===== src/rtl/ces_pkg.sv =====
// shared constants, register map and state type of the exposure sequencer
// assumes a 20 MHz ref_clk and an APB master with 32-bit data
package ces_pkg;
   // ==========================================================
   // timing
   localparam int unsigned CLK_PERIOD_NS = 50;
   localparam int unsigned OPEN_COMP_NS = 10000;
   // least time, so round up
   localparam int unsigned OPEN_CYC = (OPEN_COMP_NS + CLK_PERIOD_NS - 1) / CLK_PERIOD_NS;
   localparam int unsigned CLEAN_PAT_CYC = 64;
   localparam int unsigned CNT_W = 24;
   // ==========================================================
   // register map, byte addresses
   localparam logic [7:0] REG_CTRL = 8'h00;
   localparam logic [7:0] REG_CMD = 8'h04;
   localparam logic [7:0] REG_STATUS = 8'h08;
   localparam logic [7:0] REG_FRAMES = 8'h0C;
   localparam logic [7:0] REG_EXP = 8'h10;
   localparam logic [7:0] REG_CLOSE = 8'h14;
   localparam logic [7:0] REG_READ = 8'h18;
   // ==========================================================
   // fields
   localparam int unsigned CTRL_CONT_BIT = 0;
   localparam int unsigned CTRL_AUTO_BIT = 1;
   localparam int unsigned CMD_START_BIT = 0;
   localparam int unsigned CMD_STOP_BIT = 1;
   localparam int unsigned STAT_START_BIT = 4;
   localparam int unsigned STAT_STOP_BIT = 5;
   localparam int unsigned STAT_READ_BIT = 8;
   localparam int unsigned STAT_SHUT_BIT = 9;
   // ==========================================================
   // reset values, in clock cycles
   localparam logic [CNT_W-1:0] EXP_RST = 24'h004E20;
   localparam logic [CNT_W-1:0] CLOSE_RST = 24'h0000C8;
   localparam logic [CNT_W-1:0] READ_RST = 24'h001000;
   // ==========================================================
   typedef enum logic [2:0] {ST_CLEAN, ST_OPEN, ST_EXPOSE, ST_CLOSE, ST_READ} ces_state_t;

   // a programmed zero would wrap the timer to its longest interval, so it counts as one cycle
   function automatic logic [CNT_W-1:0] cyc_min1(input logic [CNT_W-1:0] v);
      cyc_min1 = (v == '0) ? CNT_W'(1) : v;
   endfunction : cyc_min1
endpackage : ces_pkg


===== src/rtl/ces_tmr_if.sv =====
// load/done link between the sequencer and its interval timer
// assumes both ends sit on ref_clk
`timescale 1ns/1ns
interface ces_tmr_if #(parameter int W = 24);
   logic load;
   logic [W-1:0] value;
   logic [W-1:0] cnt;
   logic busy;
   logic done;
   modport ctrl (output load, output value, input cnt, input busy, input done);
   modport tmr (input load, input value, output cnt, output busy, output done);
endinterface : ces_tmr_if


===== src/rtl/ces_exposure_sequencer.sv =====
// exposure sequencer: clean, open compensation, exposure, close compensation, readout
// assumes an APB master on ref_clk and a trigger pin from outside the clock domain
//
// Notes on behaviour
// - charge accumulates only in exposure, which the stop command or, in auto mode, the exposure timer ends
// - sensor is cleaned while idle; the start command and trigger end cleaning
// - in triggered mode cleaning runs right up to each opening compensation
// - exposure end leads to readout, via close compensation only
// - continuous mode starts the next opening compensation straight after readout
// - triggered mode cleans after readout until a start command or an external trigger edge
// - readout status low in compensation and exposure, high in readout
// - readout status drives the rear logic output pin
// - opening compensation length is fixed internally, not programmed
`timescale 1ns/1ns
module ces_exposure_sequencer
   import ces_pkg::*;
#(
   parameter int unsigned CLEAN_CYC = CLEAN_PAT_CYC
) (
   input wire logic ref_clk,
   input wire logic rst,
   input wire logic psel,
   input wire logic penable,
   input wire logic pwrite,
   input wire logic [7:0] paddr,
   input wire logic [31:0] pwdata,
   output logic [31:0] prdata,
   output logic pready,
   output logic pslverr,
   input wire logic ext_trigger,
   output logic sensor_clean,
   output logic sensor_accum,
   output logic shutter_drive,
   output logic readout_status
);
   localparam int CLN_W = (CLEAN_CYC > 1) ? $clog2(CLEAN_CYC) : 1;
   localparam logic [CLN_W-1:0] CLN_LAST = CLN_W'(CLEAN_CYC - 1);

   ces_tmr_if #(.W(CNT_W)) tif ();

   ces_interval_timer #(.W(CNT_W)) u_tmr (
      .ref_clk(ref_clk),
      .rst(rst),
      .tif(tif)
   );

   logic trig_edge;

   ces_trig_sync u_trig (
      .ref_clk(ref_clk),
      .rst(rst),
      .trig_pin(ext_trigger),
      .trig_edge(trig_edge)
   );

   // ==========================================================
   // register bus
   logic wr_acc, rd_setup, cmd_start, cmd_stop, mapped;
   logic cont_r, cont_nxt, auto_r, auto_nxt;
   logic [CNT_W-1:0] exp_r, exp_nxt, close_r, close_nxt, read_r, read_nxt;
   logic [31:0] prdata_r, prdata_nxt;
   logic [31:0] frames_r, frames_nxt;

   ces_state_t st_r, st_nxt;
   logic start_pend_r, start_pend_nxt, stop_pend_r, stop_pend_nxt;
   logic [CLN_W-1:0] cln_r, cln_nxt;

   always_comb begin
      wr_acc = psel && penable && pwrite;
      rd_setup = psel && !penable && !pwrite;
      mapped = (paddr == REG_CTRL) || (paddr == REG_CMD) || (paddr == REG_STATUS) ||
               (paddr == REG_FRAMES) || (paddr == REG_EXP) || (paddr == REG_CLOSE) ||
               (paddr == REG_READ);
      cmd_start = wr_acc && (paddr == REG_CMD) && pwdata[CMD_START_BIT];
      cmd_stop = wr_acc && (paddr == REG_CMD) && pwdata[CMD_STOP_BIT];
      cont_nxt = cont_r;
      auto_nxt = auto_r;
      exp_nxt = exp_r;
      close_nxt = close_r;
      read_nxt = read_r;
      if (wr_acc) begin
         case (paddr)
            REG_CTRL: begin
               cont_nxt = pwdata[CTRL_CONT_BIT];
               auto_nxt = pwdata[CTRL_AUTO_BIT];
            end
            REG_EXP: exp_nxt = pwdata[CNT_W-1:0];
            REG_CLOSE: close_nxt = pwdata[CNT_W-1:0];
            REG_READ: read_nxt = pwdata[CNT_W-1:0];
            default: ;
         endcase
      end
      // read data captured in setup so it is steady through the access phase
      prdata_nxt = prdata_r;
      if (rd_setup) begin
         prdata_nxt = 32'h00000000;
         case (paddr)
            REG_CTRL: begin
               prdata_nxt[CTRL_CONT_BIT] = cont_r;
               prdata_nxt[CTRL_AUTO_BIT] = auto_r;
            end
            REG_STATUS: begin
               prdata_nxt[2:0] = st_r;
               prdata_nxt[STAT_START_BIT] = start_pend_r;
               prdata_nxt[STAT_STOP_BIT] = stop_pend_r;
               prdata_nxt[STAT_READ_BIT] = readout_status;
               prdata_nxt[STAT_SHUT_BIT] = shutter_drive;
            end
            REG_FRAMES: prdata_nxt = frames_r;
            REG_EXP: prdata_nxt[CNT_W-1:0] = exp_r;
            REG_CLOSE: prdata_nxt[CNT_W-1:0] = close_r;
            REG_READ: prdata_nxt[CNT_W-1:0] = read_r;
            default: ;
         endcase
      end
   end

   always_ff @(posedge ref_clk or posedge rst) begin
      if (rst) begin
         cont_r <= 1'b0;
         auto_r <= 1'b0;
         exp_r <= EXP_RST;
         close_r <= CLOSE_RST;
         read_r <= READ_RST;
         prdata_r <= 32'h00000000;
      end else begin
         cont_r <= cont_nxt;
         auto_r <= auto_nxt;
         exp_r <= exp_nxt;
         close_r <= close_nxt;
         read_r <= read_nxt;
         prdata_r <= prdata_nxt;
      end
   end

   assign prdata = prdata_r;
   assign pready = 1'b1;
   assign pslverr = psel && penable && !mapped;

   // ==========================================================
   // sequencer
   logic clean_o_nxt, accum_o_nxt, shut_o_nxt, read_o_nxt;
   logic clean_r, accum_r, shut_r, read_o_r;

   always_comb begin
      st_nxt = st_r;
      tif.load = 1'b0;
      tif.value = cyc_min1(CNT_W'(OPEN_CYC));
      cln_nxt = '0;
      frames_nxt = frames_r;
      case (st_r)
         ST_CLEAN: begin
            // a start only takes effect once the current pattern is shifted out
            cln_nxt = (cln_r == CLN_LAST) ? '0 : cln_r + CLN_W'(1);
            if (start_pend_r && (cln_r == CLN_LAST)) begin
               st_nxt = ST_OPEN;
               tif.load = 1'b1;
            end
         end
         ST_OPEN: begin
            if (tif.done) begin
               st_nxt = ST_EXPOSE;
               tif.load = auto_r;
               tif.value = cyc_min1(exp_r);
            end
         end
         ST_EXPOSE: begin
            if (stop_pend_r || (auto_r && tif.done)) begin
               st_nxt = ST_CLOSE;
               tif.load = 1'b1;
               tif.value = cyc_min1(close_r);
            end
         end
         ST_CLOSE: begin
            if (tif.done) begin
               st_nxt = ST_READ;
               tif.load = 1'b1;
               tif.value = cyc_min1(read_r);
            end
         end
         ST_READ: begin
            if (tif.done) begin
               frames_nxt = frames_r + 32'h00000001;
               if (cont_r) begin
                  st_nxt = ST_OPEN;
                  tif.load = 1'b1;
               end else begin
                  st_nxt = ST_CLEAN;
               end
            end
         end
         default: st_nxt = ST_CLEAN;
      endcase
      // set wins over clear for both pending flags
      start_pend_nxt = start_pend_r;
      if ((st_r == ST_CLEAN) && (st_nxt != ST_CLEAN)) begin
         start_pend_nxt = 1'b0;
      end
      if ((st_r == ST_CLEAN) && (cmd_start || trig_edge)) begin
         start_pend_nxt = 1'b1;
      end
      stop_pend_nxt = stop_pend_r;
      if (st_r == ST_CLOSE) begin
         stop_pend_nxt = 1'b0;
      end
      if (cmd_stop && ((st_r == ST_OPEN) || (st_r == ST_EXPOSE))) begin
         stop_pend_nxt = 1'b1;
      end
      clean_o_nxt = (st_nxt == ST_CLEAN);
      accum_o_nxt = (st_nxt == ST_EXPOSE);
      shut_o_nxt = (st_nxt == ST_OPEN) || (st_nxt == ST_EXPOSE);
      read_o_nxt = (st_nxt == ST_READ);
   end

   always_ff @(posedge ref_clk or posedge rst) begin
      if (rst) begin
         st_r <= ST_CLEAN;
         cln_r <= '0;
         start_pend_r <= 1'b0;
         stop_pend_r <= 1'b0;
         frames_r <= 32'h00000000;
         clean_r <= 1'b1;
         accum_r <= 1'b0;
         shut_r <= 1'b0;
         read_o_r <= 1'b0;
      end else begin
         st_r <= st_nxt;
         cln_r <= cln_nxt;
         start_pend_r <= start_pend_nxt;
         stop_pend_r <= stop_pend_nxt;
         frames_r <= frames_nxt;
         clean_r <= clean_o_nxt;
         accum_r <= accum_o_nxt;
         shut_r <= shut_o_nxt;
         read_o_r <= read_o_nxt;
      end
   end

   assign sensor_clean = clean_r;
   assign sensor_accum = accum_r;
   assign shutter_drive = shut_r;
   assign readout_status = read_o_r;

   // ==========================================================
   // checks
   property p_stop_ends;
      @(posedge ref_clk) disable iff (rst)
         (st_r == ST_EXPOSE && stop_pend_r) |=> !sensor_accum && !shutter_drive;
   endproperty
   a_stop_ends: assert property (p_stop_ends) else $error("exposure ran past stop");

   property p_idle_clean;
      @(posedge ref_clk) disable iff (rst)
         (st_r == ST_CLEAN && !start_pend_r) |=> sensor_clean && !sensor_accum;
   endproperty
   a_idle_clean: assert property (p_idle_clean) else $error("idle without cleaning");

   property p_clean_first;
      @(posedge ref_clk) disable iff (rst)
         $rose(shutter_drive) |-> $past(sensor_clean) || $past(readout_status);
   endproperty
   a_clean_first: assert property (p_clean_first) else $error("shutter opened uncleaned");

   property p_read_after;
      @(posedge ref_clk) disable iff (rst)
         (st_r == ST_CLOSE && tif.done) |=> readout_status && !sensor_clean;
   endproperty
   a_read_after: assert property (p_read_after) else $error("readout did not follow");

   property p_cont_next;
      @(posedge ref_clk) disable iff (rst)
         (st_r == ST_READ && tif.done && cont_r) |=> shutter_drive && !readout_status;
   endproperty
   a_cont_next: assert property (p_cont_next) else $error("no next exposure");

   property p_trig_clean;
      @(posedge ref_clk) disable iff (rst)
         (st_r == ST_READ && tif.done && !cont_r) |=> sensor_clean ##1 sensor_clean;
   endproperty
   a_trig_clean: assert property (p_trig_clean) else $error("no cleaning after readout");

   property p_status_low;
      @(posedge ref_clk) disable iff (rst)
         (shutter_drive || st_r == ST_CLOSE) |-> !readout_status;
   endproperty
   a_status_low: assert property (p_status_low) else $error("status high outside readout");

   property p_open_auto;
      @(posedge ref_clk) disable iff (rst)
         $rose(shutter_drive) |-> tif.cnt == CNT_W'(OPEN_CYC - 1) && !sensor_accum;
   endproperty
   a_open_auto: assert property (p_open_auto) else $error("open interval not fixed");

   property p_shut_release;
      @(posedge ref_clk) disable iff (rst)
         $fell(shutter_drive) |-> st_r == ST_CLOSE && $past(sensor_accum) ##1 !shutter_drive;
   endproperty
   a_shut_release: assert property (p_shut_release) else $error("shutter release wrong");

   // a start kept from outside cleaning would fire an unasked frame after readout
   property p_start_drop;
      @(posedge ref_clk) disable iff (rst)
         (st_r != ST_CLEAN && !start_pend_r) |=> !start_pend_r;
   endproperty
   a_start_drop: assert property (p_start_drop) else $error("start outside cleaning");

   property p_accum_shut;
      @(posedge ref_clk) disable iff (rst)
         sensor_accum |-> shutter_drive && !sensor_clean;
   endproperty
   a_accum_shut: assert property (p_accum_shut) else $error("accum with shutter shut");
endmodule : ces_exposure_sequencer


===== src/rtl/ces_interval_timer.sv =====
// down counter timing one interval of value cycles after a load pulse
// assumes value is at least one
`timescale 1ns/1ns
module ces_interval_timer #(
   parameter int W = 24
) (
   input wire logic ref_clk,
   input wire logic rst,
   ces_tmr_if.tmr tif
);
   logic [W-1:0] cnt_r, cnt_nxt;
   logic busy_r, busy_nxt;

   // ==========================================================
   // counter
   always_comb begin
      cnt_nxt = cnt_r;
      busy_nxt = busy_r;
      if (tif.load) begin
         cnt_nxt = tif.value - W'(1);
         busy_nxt = 1'b1;
      end else if (busy_r) begin
         if (cnt_r == '0) begin
            busy_nxt = 1'b0;
         end else begin
            cnt_nxt = cnt_r - W'(1);
         end
      end
   end

   always_ff @(posedge ref_clk or posedge rst) begin
      if (rst) begin
         cnt_r <= '0;
         busy_r <= 1'b0;
      end else begin
         cnt_r <= cnt_nxt;
         busy_r <= busy_nxt;
      end
   end

   assign tif.cnt = cnt_r;
   assign tif.busy = busy_r;
   assign tif.done = busy_r && (cnt_r == '0);

   // ==========================================================
   // checks
   property p_done_single;
      @(posedge ref_clk) disable iff (rst) (tif.done && !tif.load) |=> !tif.done;
   endproperty
   a_done_single: assert property (p_done_single) else $error("timer done held too long");
endmodule : ces_interval_timer


===== src/rtl/ces_trig_sync.sv =====
// synchronises the external trigger pin and flags its rising edge
// assumes the pin is asynchronous to ref_clk
`timescale 1ns/1ns
module ces_trig_sync (
   input wire logic ref_clk,
   input wire logic rst,
   input wire logic trig_pin,
   output logic trig_edge
);
   logic [2:0] sh_r, sh_nxt;
   logic edge_r, edge_nxt;

   // ==========================================================
   // two-flop sync, edge taken only from the second and third stage
   always_comb begin
      sh_nxt = {sh_r[1:0], trig_pin};
      edge_nxt = sh_r[1] & ~sh_r[2];
   end

   always_ff @(posedge ref_clk or posedge rst) begin
      if (rst) begin
         sh_r <= 3'h0;
         edge_r <= 1'b0;
      end else begin
         sh_r <= sh_nxt;
         edge_r <= edge_nxt;
      end
   end

   assign trig_edge = edge_r;

   // ==========================================================
   // checks
   property p_edge_pulse;
      @(posedge ref_clk) disable iff (rst) edge_r |=> !edge_r;
   endproperty
   a_edge_pulse: assert property (p_edge_pulse) else $error("trigger edge longer than one cycle");
endmodule : ces_trig_sync


===== config.mk =====
export PLATFORM = sky130hd
export DESIGN_NAME = ces_exposure_sequencer
export DESIGN_NICKNAME = d
export VERILOG_FILES = /design/src/rtl/ces_pkg.sv /design/src/rtl/ces_tmr_if.sv /design/src/rtl/ces_exposure_sequencer.sv /design/src/rtl/ces_interval_timer.sv /design/src/rtl/ces_trig_sync.sv
export SDC_FILE = /design/constraint.sdc
export NUM_CORES = 1
export LEC_CHECK = 0
export ABC_AREA = 0
export BUFFER_PORTS_ARGS = -buffer_cell sky130_fd_sc_hd__buf_2
export CAP_MARGIN = 10
export CORE_MARGIN = 4
export CORE_UTILIZATION = 50
export CTS_BUF_LIST = sky130_fd_sc_hd__clkbuf_8
export CTS_CLUSTER_SIZE = 10
export DETAILED_ROUTE_END_ITERATION = 10
export PLACE_DENSITY = 0.69
export SYNTH_ARGS = -nofsm -noshare
export SYNTH_HDL_FRONTEND = slang
export SYNTH_SLANG_ARGS = --single-unit

===== constraint.sdc =====
create_clock -name ref_clk -period 8.05 [get_ports ref_clk]
set_clock_uncertainty 0.15 [all_clocks]
set_input_delay 0.805 -clock ref_clk [delete_from_list [all_inputs] [get_ports ref_clk]]
set_output_delay 0.805 -clock ref_clk [all_outputs]
set_load 0.05 [all_outputs]

==> impl_metrics.yaml, run 1 <==
clock_network:
  post_cts_resized: 0
  cts_root_buf: "clkbuf_8"
  cts_tree: "done"
  hold_buffers: 0
  post_cts_buffers: 0
  htreeDepth: 4
  cts_buffers: 17
  worst_skew_pair.late_latency_ns: 0.47
  cts_max_path_buffers: 2
  clk_pin_slew_worst_paths_ns: 0.09
  cts_sinks: 182
worst_hold_path:
  worstHoldPathCells: 0
  hold_class: "reg -> reg"
setup_path:
  crit_chain: "or4_4 -> nor2_4 -> and4_1 -> o21ai_1 -> a31oi_1 -> a21oi_1 -> ha_1 -> a21boi_0 -> and4_1 -> and2_1 -> nand3_1 -> xor2_1 -> a21oi_1"
  critPathMaxStageDelay_ns: 0.65
  cp.required_ns: 8.20
  critical_path_class: "reg -> reg"
  slowest_stage: "and4_1"
  arrival_ns: 4.52
  crit_cells: 13
  path_buf_inv: 0
  critPathMaxFanout: 15
  cp_top_family: "simple AND/OR/NAND/NOR gates"
  rr_worst_depth: 13
  end_kind: "flop"
  crit_path_start_kind: "flop"
timing:
  finalSetupViolCount: 0
  rsz0062_at_grt: "no"
  slew_violations: 0
  max_slew_margin_pct: 28.2
  hold_ws_ns: 0.206
  finalCriticalPeriod_ns: 4.36
  period_share_pct: 54.2
  setup_tns_ns: 0
  worstMarginPinSlew_ns: 1.07
  hold_viol_final: 0
  fmax_mhz: 229
detailed_routing:
  detailroute.via_count: 7861
  postRouteWirelength_um: 27000
  first_pass_iters: 5
  drc_errors: 0
  drt-initial-drc-count: 816
  drtAntennaViolNets: 0
  wl_per_cell_um: 21.3
  viasPerCell: 6.20
synth:
  ys_seq_elements: 182
  ys_types: 77
  yosys.area.top_type: "dfrtp_1"
  synth.area.top_cells: "dfrtp_1 45%, mux2_2 9.0%, nand2_1 5.0%"
  syn_area_mm2: 0.00960
  synth-edff-count: 0
  yosys_warnings: 0
  synth_ff_type: "dfrtp_1"
  synth_top_area_share_pct: 44.8
  seq_area_frac_synth_pct: 47.6
  syn_avg_cell_area_um2: 9.94
  async_flop_share_pct: 100
  syn_nets: 1015
  syn_inst: 966
layout:
  drive_gt1_share_pct: 22.1
  final_cell_mix: "172 x dfrtp_1, 128 x nand2_1, 82 x nor2_1"
  antenna_cells: 0
  num-nets-final: 1071
  final_common_cell: "dfrtp_1"
  fin_cells: 1268
  area_delta_synth_final_pct: 9.66
floorplan:
  die_w_um: 147
  rows: 50
  die_h_um: 147
  core_mm2: 0.0188
  die_area_mm2: 0.0215
  initial_core_util_pct: 51.1
  io_pins: 84
global_routing:
  antenna_found_initial: 0
  grt_overflow: 0
  grt_pass1_vias: 7597
  grt_pass1_wl_um: 42900
  grtUsageTotal_pct: 25.2
  grt_max_degree: 109
place:
  portBuffers: 74
  dp_hpwl_um: 20000
  globalplace.congestion: 0.956
  dp.cells: 1237
power_and_ir_drop:
  powerDensity_mw_per_mm2: 151
  ir_drop_uv: 97.3
  leakagePower_nw: 4.88
flow_run:
  cap_violations: 0
status:
  outcome: "complete, no violations"
[final cells by class]
class / instances / area, µm²
clock inverter: 13 / 110
multi-input combinational: 722 / 4800
sequential: 182 / 4570
clock buffer: 18 / 248
fill: 1691 / 8240
timing repair buffer: 84 / 445
tap: 234 / 293
inverter: 15 / 61.3
[state kept, by name, indices dropped and copies added, names as in the netlist, 3 cells and up]
| name | cells |
|---|---|
| close_r | 24 |
| st_r | 3 |
| exp_r | 24 |
| cln_r | 6 |
| u_tmr.tif.cnt | 24 |
| frames_r | 32 |
| u_trig.sh_r | 3 |
| read_r | 24 |
| prdata | 32 |
[cell usage after synthesis, types with 4 or more instances]
library cell    n
clkbuf_1       31
a31oi_1         5
xor2_1         15
nand3_1        36
and4_1          4
nor3_1         17
mux2_2         77
nor2_1         82
nor4_1         27
buf_2           8
nand2b_1        5
nand4_1        17
inv_1          15
mux2i_1        28
xnor2_1        37
and2_1          8
a22oi_1         7
o2111ai_1       5
a221oi_1       30
dfstp_2        10
o211ai_1        7
and3_1         18
nand2_1       128
buf_1           5
a21oi_1        31
dfrtp_1       172
o21ai_1         4
o21ai_0        61
[final timing paths]
| path | from | to | slack (ns) |
|---|---|---|---|
| hold reg to reg | u_trig.sh_r[0]$_DFF_PP0_ | u_trig.sh_r[1]$_DFF_PP0_ | 0.21 |
| max in group asynchronous | rst | close_r[14]$_DFFE_PP0P_ | 5.78 |
| setup / recovery | u_tmr.tif.cnt[11]$_DFFE_PP0P_ | u_tmr.tif.cnt[22]$_DFFE_PP0P_ | 3.69 |
| hold / removal | u_trig.sh_r[0]$_DFF_PP0_ | u_trig.sh_r[1]$_DFF_PP0_ | 0.21 |
| setup reg to reg | u_tmr.tif.cnt[11]$_DFFE_PP0P_ | u_tmr.tif.cnt[22]$_DFFE_PP0P_ | 3.69 |
| min in group asynchronous | rst | prdata[9]$_DFFE_PP0P_ | 0.39 |
[metal layers]
layer | vias up | part of all wire, % | wire length, µm | global-route usage, %
met5 | - | 0 | 0 | 0
met4 | 0 | 3.5 | 940 | 10.4
met3 | 64 | 6.5 | 1760 | 4.07
met2 | 327 | 45 | 12200 | 38.2
met1 | 3842 | 45 | 12100 | 36.3
li1 | 3628 | - | - | -
[power breakdown]
part	internal (W)	switching (W)	total, W
Sequential	0.000922	0.0000105	0.000933
Combinational	0.0000224	0.0000530	0.0000753
Clock	0.000250	0.000330	0.000580
Total	0.00119	0.000394	0.00159
[per-stage QoR]
stage               util [%]  cell area [µm²]  setup WS (ns)  power (W)
floorplan                  -             9600           2.17   0.000994
global placement        54.2            10200           3.87    0.00103
detailed placement      54.2            10200           3.84    0.00103
CTS                     56.1            10500           3.81    0.00160
global route            56.1            10500           3.50    0.00165
finish                  56.1            10500           3.69    0.00159
[kinds of logic after synthesis]
kind of cell	count (synthesis)	share of synthesized area, %
other	1	0.0391
flip-flops	182	47.6
AO/OA/AOI/OAI	181	12.4
AND/OR/NAND/NOR	378	19.9
XOR/XNOR	52	4.74
buffers and inverters	62	2.69
adder cells (fa/ha/maj)	4	0.495
multiplexers	106	12.1
(Power assumes the default switching activity.)
==> inputs of run 2 (changes only) <==
ABC_AREA = 1   (was 0)
PLACE_DENSITY = 0.71   (was 0.69)
clock period = 3.8 ns   (was 8.05 ns; I/O delays follow)
==> run 2 against run 1 <==
Compared with the run above: sequential power rose by 110%; highest routed layer unchanged; hold slack worse by 0.19 ns; critical endpoint unchanged; routed wire length down 0.42%; synthesized cell count up 31%; cell area is 3.4% higher; largest power group unchanged; flip-flop and latch count did not move.
==> impl_metrics.yaml, run 2 <==
status:
  outcome: "complete, no violations"
clock_network:
  cts_max_path_buffers: 2
  htreeDepth: 4
  cts_tree: "done"
  worst_skew_pair.late_latency_ns: 0.49
  cts_root_buf: "clkbuf_8"
  clk_pin_slew_worst_paths_ns: 0.10
  post_cts_resized: 0
  cts_buffers: 17
  cts_sinks: 182
  post_cts_buffers: 0
timing:
  fmax_mhz: 307
  worstMarginPinSlew_ns: 0.807
  setup_tns_ns: 0
  slew_violations: 0
  hold_ws_ns: 0.0183
  finalSetupViolCount: 0
  finalCriticalPeriod_ns: 3.25
  hold_viol_final: 0
  worst_slack_ns: 0.548
  period_share_pct: 85.6
  max_slew_margin_pct: 46.1
  rsz0062_at_grt: "no"
layout:
  antenna_cells: 0
  drive_gt1_share_pct: 16.0
  num-nets-final: 1386
  nFillCells: 1840
  area_delta_synth_final_pct: 11.4
  final_util_pct: 57.4
  regArea_mm2: 0.00457
  final_cell_mix: "344 x nand2_1, 172 x dfrtp_1, 120 x inv_1, 120 x o21ai_0, 120 x nand3_1"
  final_common_cell: "nand2_1"
  multi_input_area_mm2: 0.00450
power_and_ir_drop:
  ir_drop_uv: 212
  powerDensity_mw_per_mm2: 320
  leakagePower_nw: 5.51
place:
  post-place-ws_ns: 0.567
  portBuffers: 74
  dp_hpwl_um: 19800
  globalplace.congestion: 0.990
detailed_routing:
  wl_per_cell_um: 16.7
  met1Wirelength_um: 12200
  viasPerCell: 5.41
  drt-initial-drc-count: 733
  met3_length_um: 1790
  wl_met2_um: 12200
  topRoutingLayerUsed: "met4"
  drc_errors: 0
  drtAntennaViolNets: 0
  first_pass_iters: 5
  postRouteWirelength_um: 26800
  detailroute.via_count: 8705
synth:
  syn_nets: 1311
  synth-edff-count: 0
  yosysMostFrequentCell: "nand2_1"
  synth_ff_type: "dfrtp_1"
  yosys.area.top_type: "dfrtp_1"
  syn_inst: 1262
  ys_types: 50
  syn_area_mm2: 0.00977
  yosys_warnings: 0
  seq_area_frac_synth_pct: 46.7
  ys_seq_elements: 182
  yosys-top-cells-count: "344 x nand2_1, 172 x dfrtp_1, 120 x inv_1, 120 x nand3_1, 120 x o21ai_0"
  syn_avg_cell_area_um2: 7.74
  synth_top_area_share_pct: 44.0
  async_flop_share_pct: 100
  synth.area.top_cells: "dfrtp_1 44%, nand2_1 13%, nand3_1 6.1%"
global_routing:
  grt_pass1_vias: 8210
  grtUsageTotal_pct: 25.3
  antenna_found_initial: 0
  grt_overflow: 0
  grt_pass1_wl_um: 43900
  grt_max_degree: 54
floorplan:
  io_pins: 84
  die_h_um: 148
  rows: 50
  die_w_um: 148
  die_area_mm2: 0.0218
  core_mm2: 0.0190
  initial_core_util_pct: 51.6
worst_hold_path:
  hold_class: "in -> reg"
  min_from: "pwdata[14]"
setup_path:
  critPathLaunch: "u_tmr.tif.cnt[22]$_DFFE_PP0P_"
  r2r_start: "u_tmr.tif.cnt[22]$_DFFE_PP0P_"
  crit_path_start_kind: "flop"
  arrival_ns: 3.48
  critPathMaxFanout: 23
  end_kind: "flop"
  critical_path_class: "reg -> reg"
  cp.required_ns: 4.03
flow_run:
  cap_violations: 0
## run 2: cell types whose count changed after synthesis, sizes merged, moves of 28 or more
cell	previous run	this run
o21ai	66	128
mux2	77	0
mux2i	29	0
nand2	128	363
inv	15	135
nand3	36	124
nor2	84	134
nor4	29	1
## run 2: power breakdown
part / switching [W] / total, W / internal [W] / leakage [nW]
Clock: 0.000771 / 0.00128 / 0.000508 / 0.190
Combinational: 0.000163 / 0.000224 / 0.0000611 / 2.86
Sequential: 0.0000215 / 0.00198 / 0.00196 / 2.46
## run 2: logic make-up (layout without fill, tap and decap cells)
logic type	count (synthesis)	after routing	synth area share, %
simple gates	662	662	30.6
compound gates	198	198	11.7
flops	182	182	46.7
buf+inv	181	269	7.36
xor+xnor	35	35	3.14
fa+ha+maj	3	3	0.384
other cells	1	1	0.0384
## run 2: worst paths after layout
path                                                 endpoint  slack [ns]  depth (start not counted)
worst max-delay path            u_tmr.tif.cnt[22]$_DFFE_PP0P_        0.55                         23
worst min-delay path                    exp_r[14]$_DFFE_PP1P_        0.02                          3
worst max register to register  u_tmr.tif.cnt[22]$_DFFE_PP0P_        0.55                         23
worst min register to register       u_trig.sh_r[1]$_DFF_PP0_        0.21                          0
max in group asynchronous              close_r[6]$_DFFE_PP1P_        2.11                          4
min in group asynchronous            frames_r[16]$_DFFE_PP0P_        0.43                          3
## run 2: layout make-up
cell class                      instances  share of cell area [%]
Tap cell                              260                    2.99
Multi-Input combinational cell        899                    41.3
Timing Repair Buffer                  101                    5.58
Clock inverter                         13                    1.05
Sequential cell                       182                    41.9
Inverter                              136                    4.75
Clock buffer                           19                    2.40
## run 2: metrics by stage
| stage | instances | cell area (µm²) | power, W |
|---|---|---|---|
| floorplan | 1262 | 9780 | 0.00215 |
| global placement | 1574 | 10500 | 0.00224 |
| detailed placement | 1574 | 10500 | 0.00224 |
| CTS | 1610 | 10900 | 0.00351 |
| global route | 1610 | 10900 | 0.00362 |
| finish | 1610 | 10900 | 0.00349 |
## run 2: critical path: stages (launching register included)
cell     delay [ns]
dfrtp_1        0.41
nor2_1         0.12
nand2_1        0.07
nor2_2         0.20
nand2_1        0.09
nor2_2         0.13
nand3_2        0.10
nand2_4        0.24
nand2_4        0.16
nand2_2        0.10
nor2_2         0.10
nand2_1        0.08
nand2_1        0.08
inv_1          0.07
ha_1           0.17
inv_1          0.05
nor2_1         0.15
nand2_2        0.15
nor2_4         0.21
nand3_1        0.10
nand2_1        0.06
nand2_1        0.05
nand2_1        0.05
nand2_1        0.05
## run 2: what timing repair did
action                                 in CTS  in global routing
setup endpoints to repair                   0                  0
endpoints found under the hold margin      34                  0
hold buffers                                4                  0
## run 2: per-layer routing
metal / vias to the layer above / track usage [%]
met4: 0 / 7.88
met1: 4090 / 37.5
met2: 307 / 38.4
met3: 44 / 4.08
li1: 4264 / -
met5: - / 0
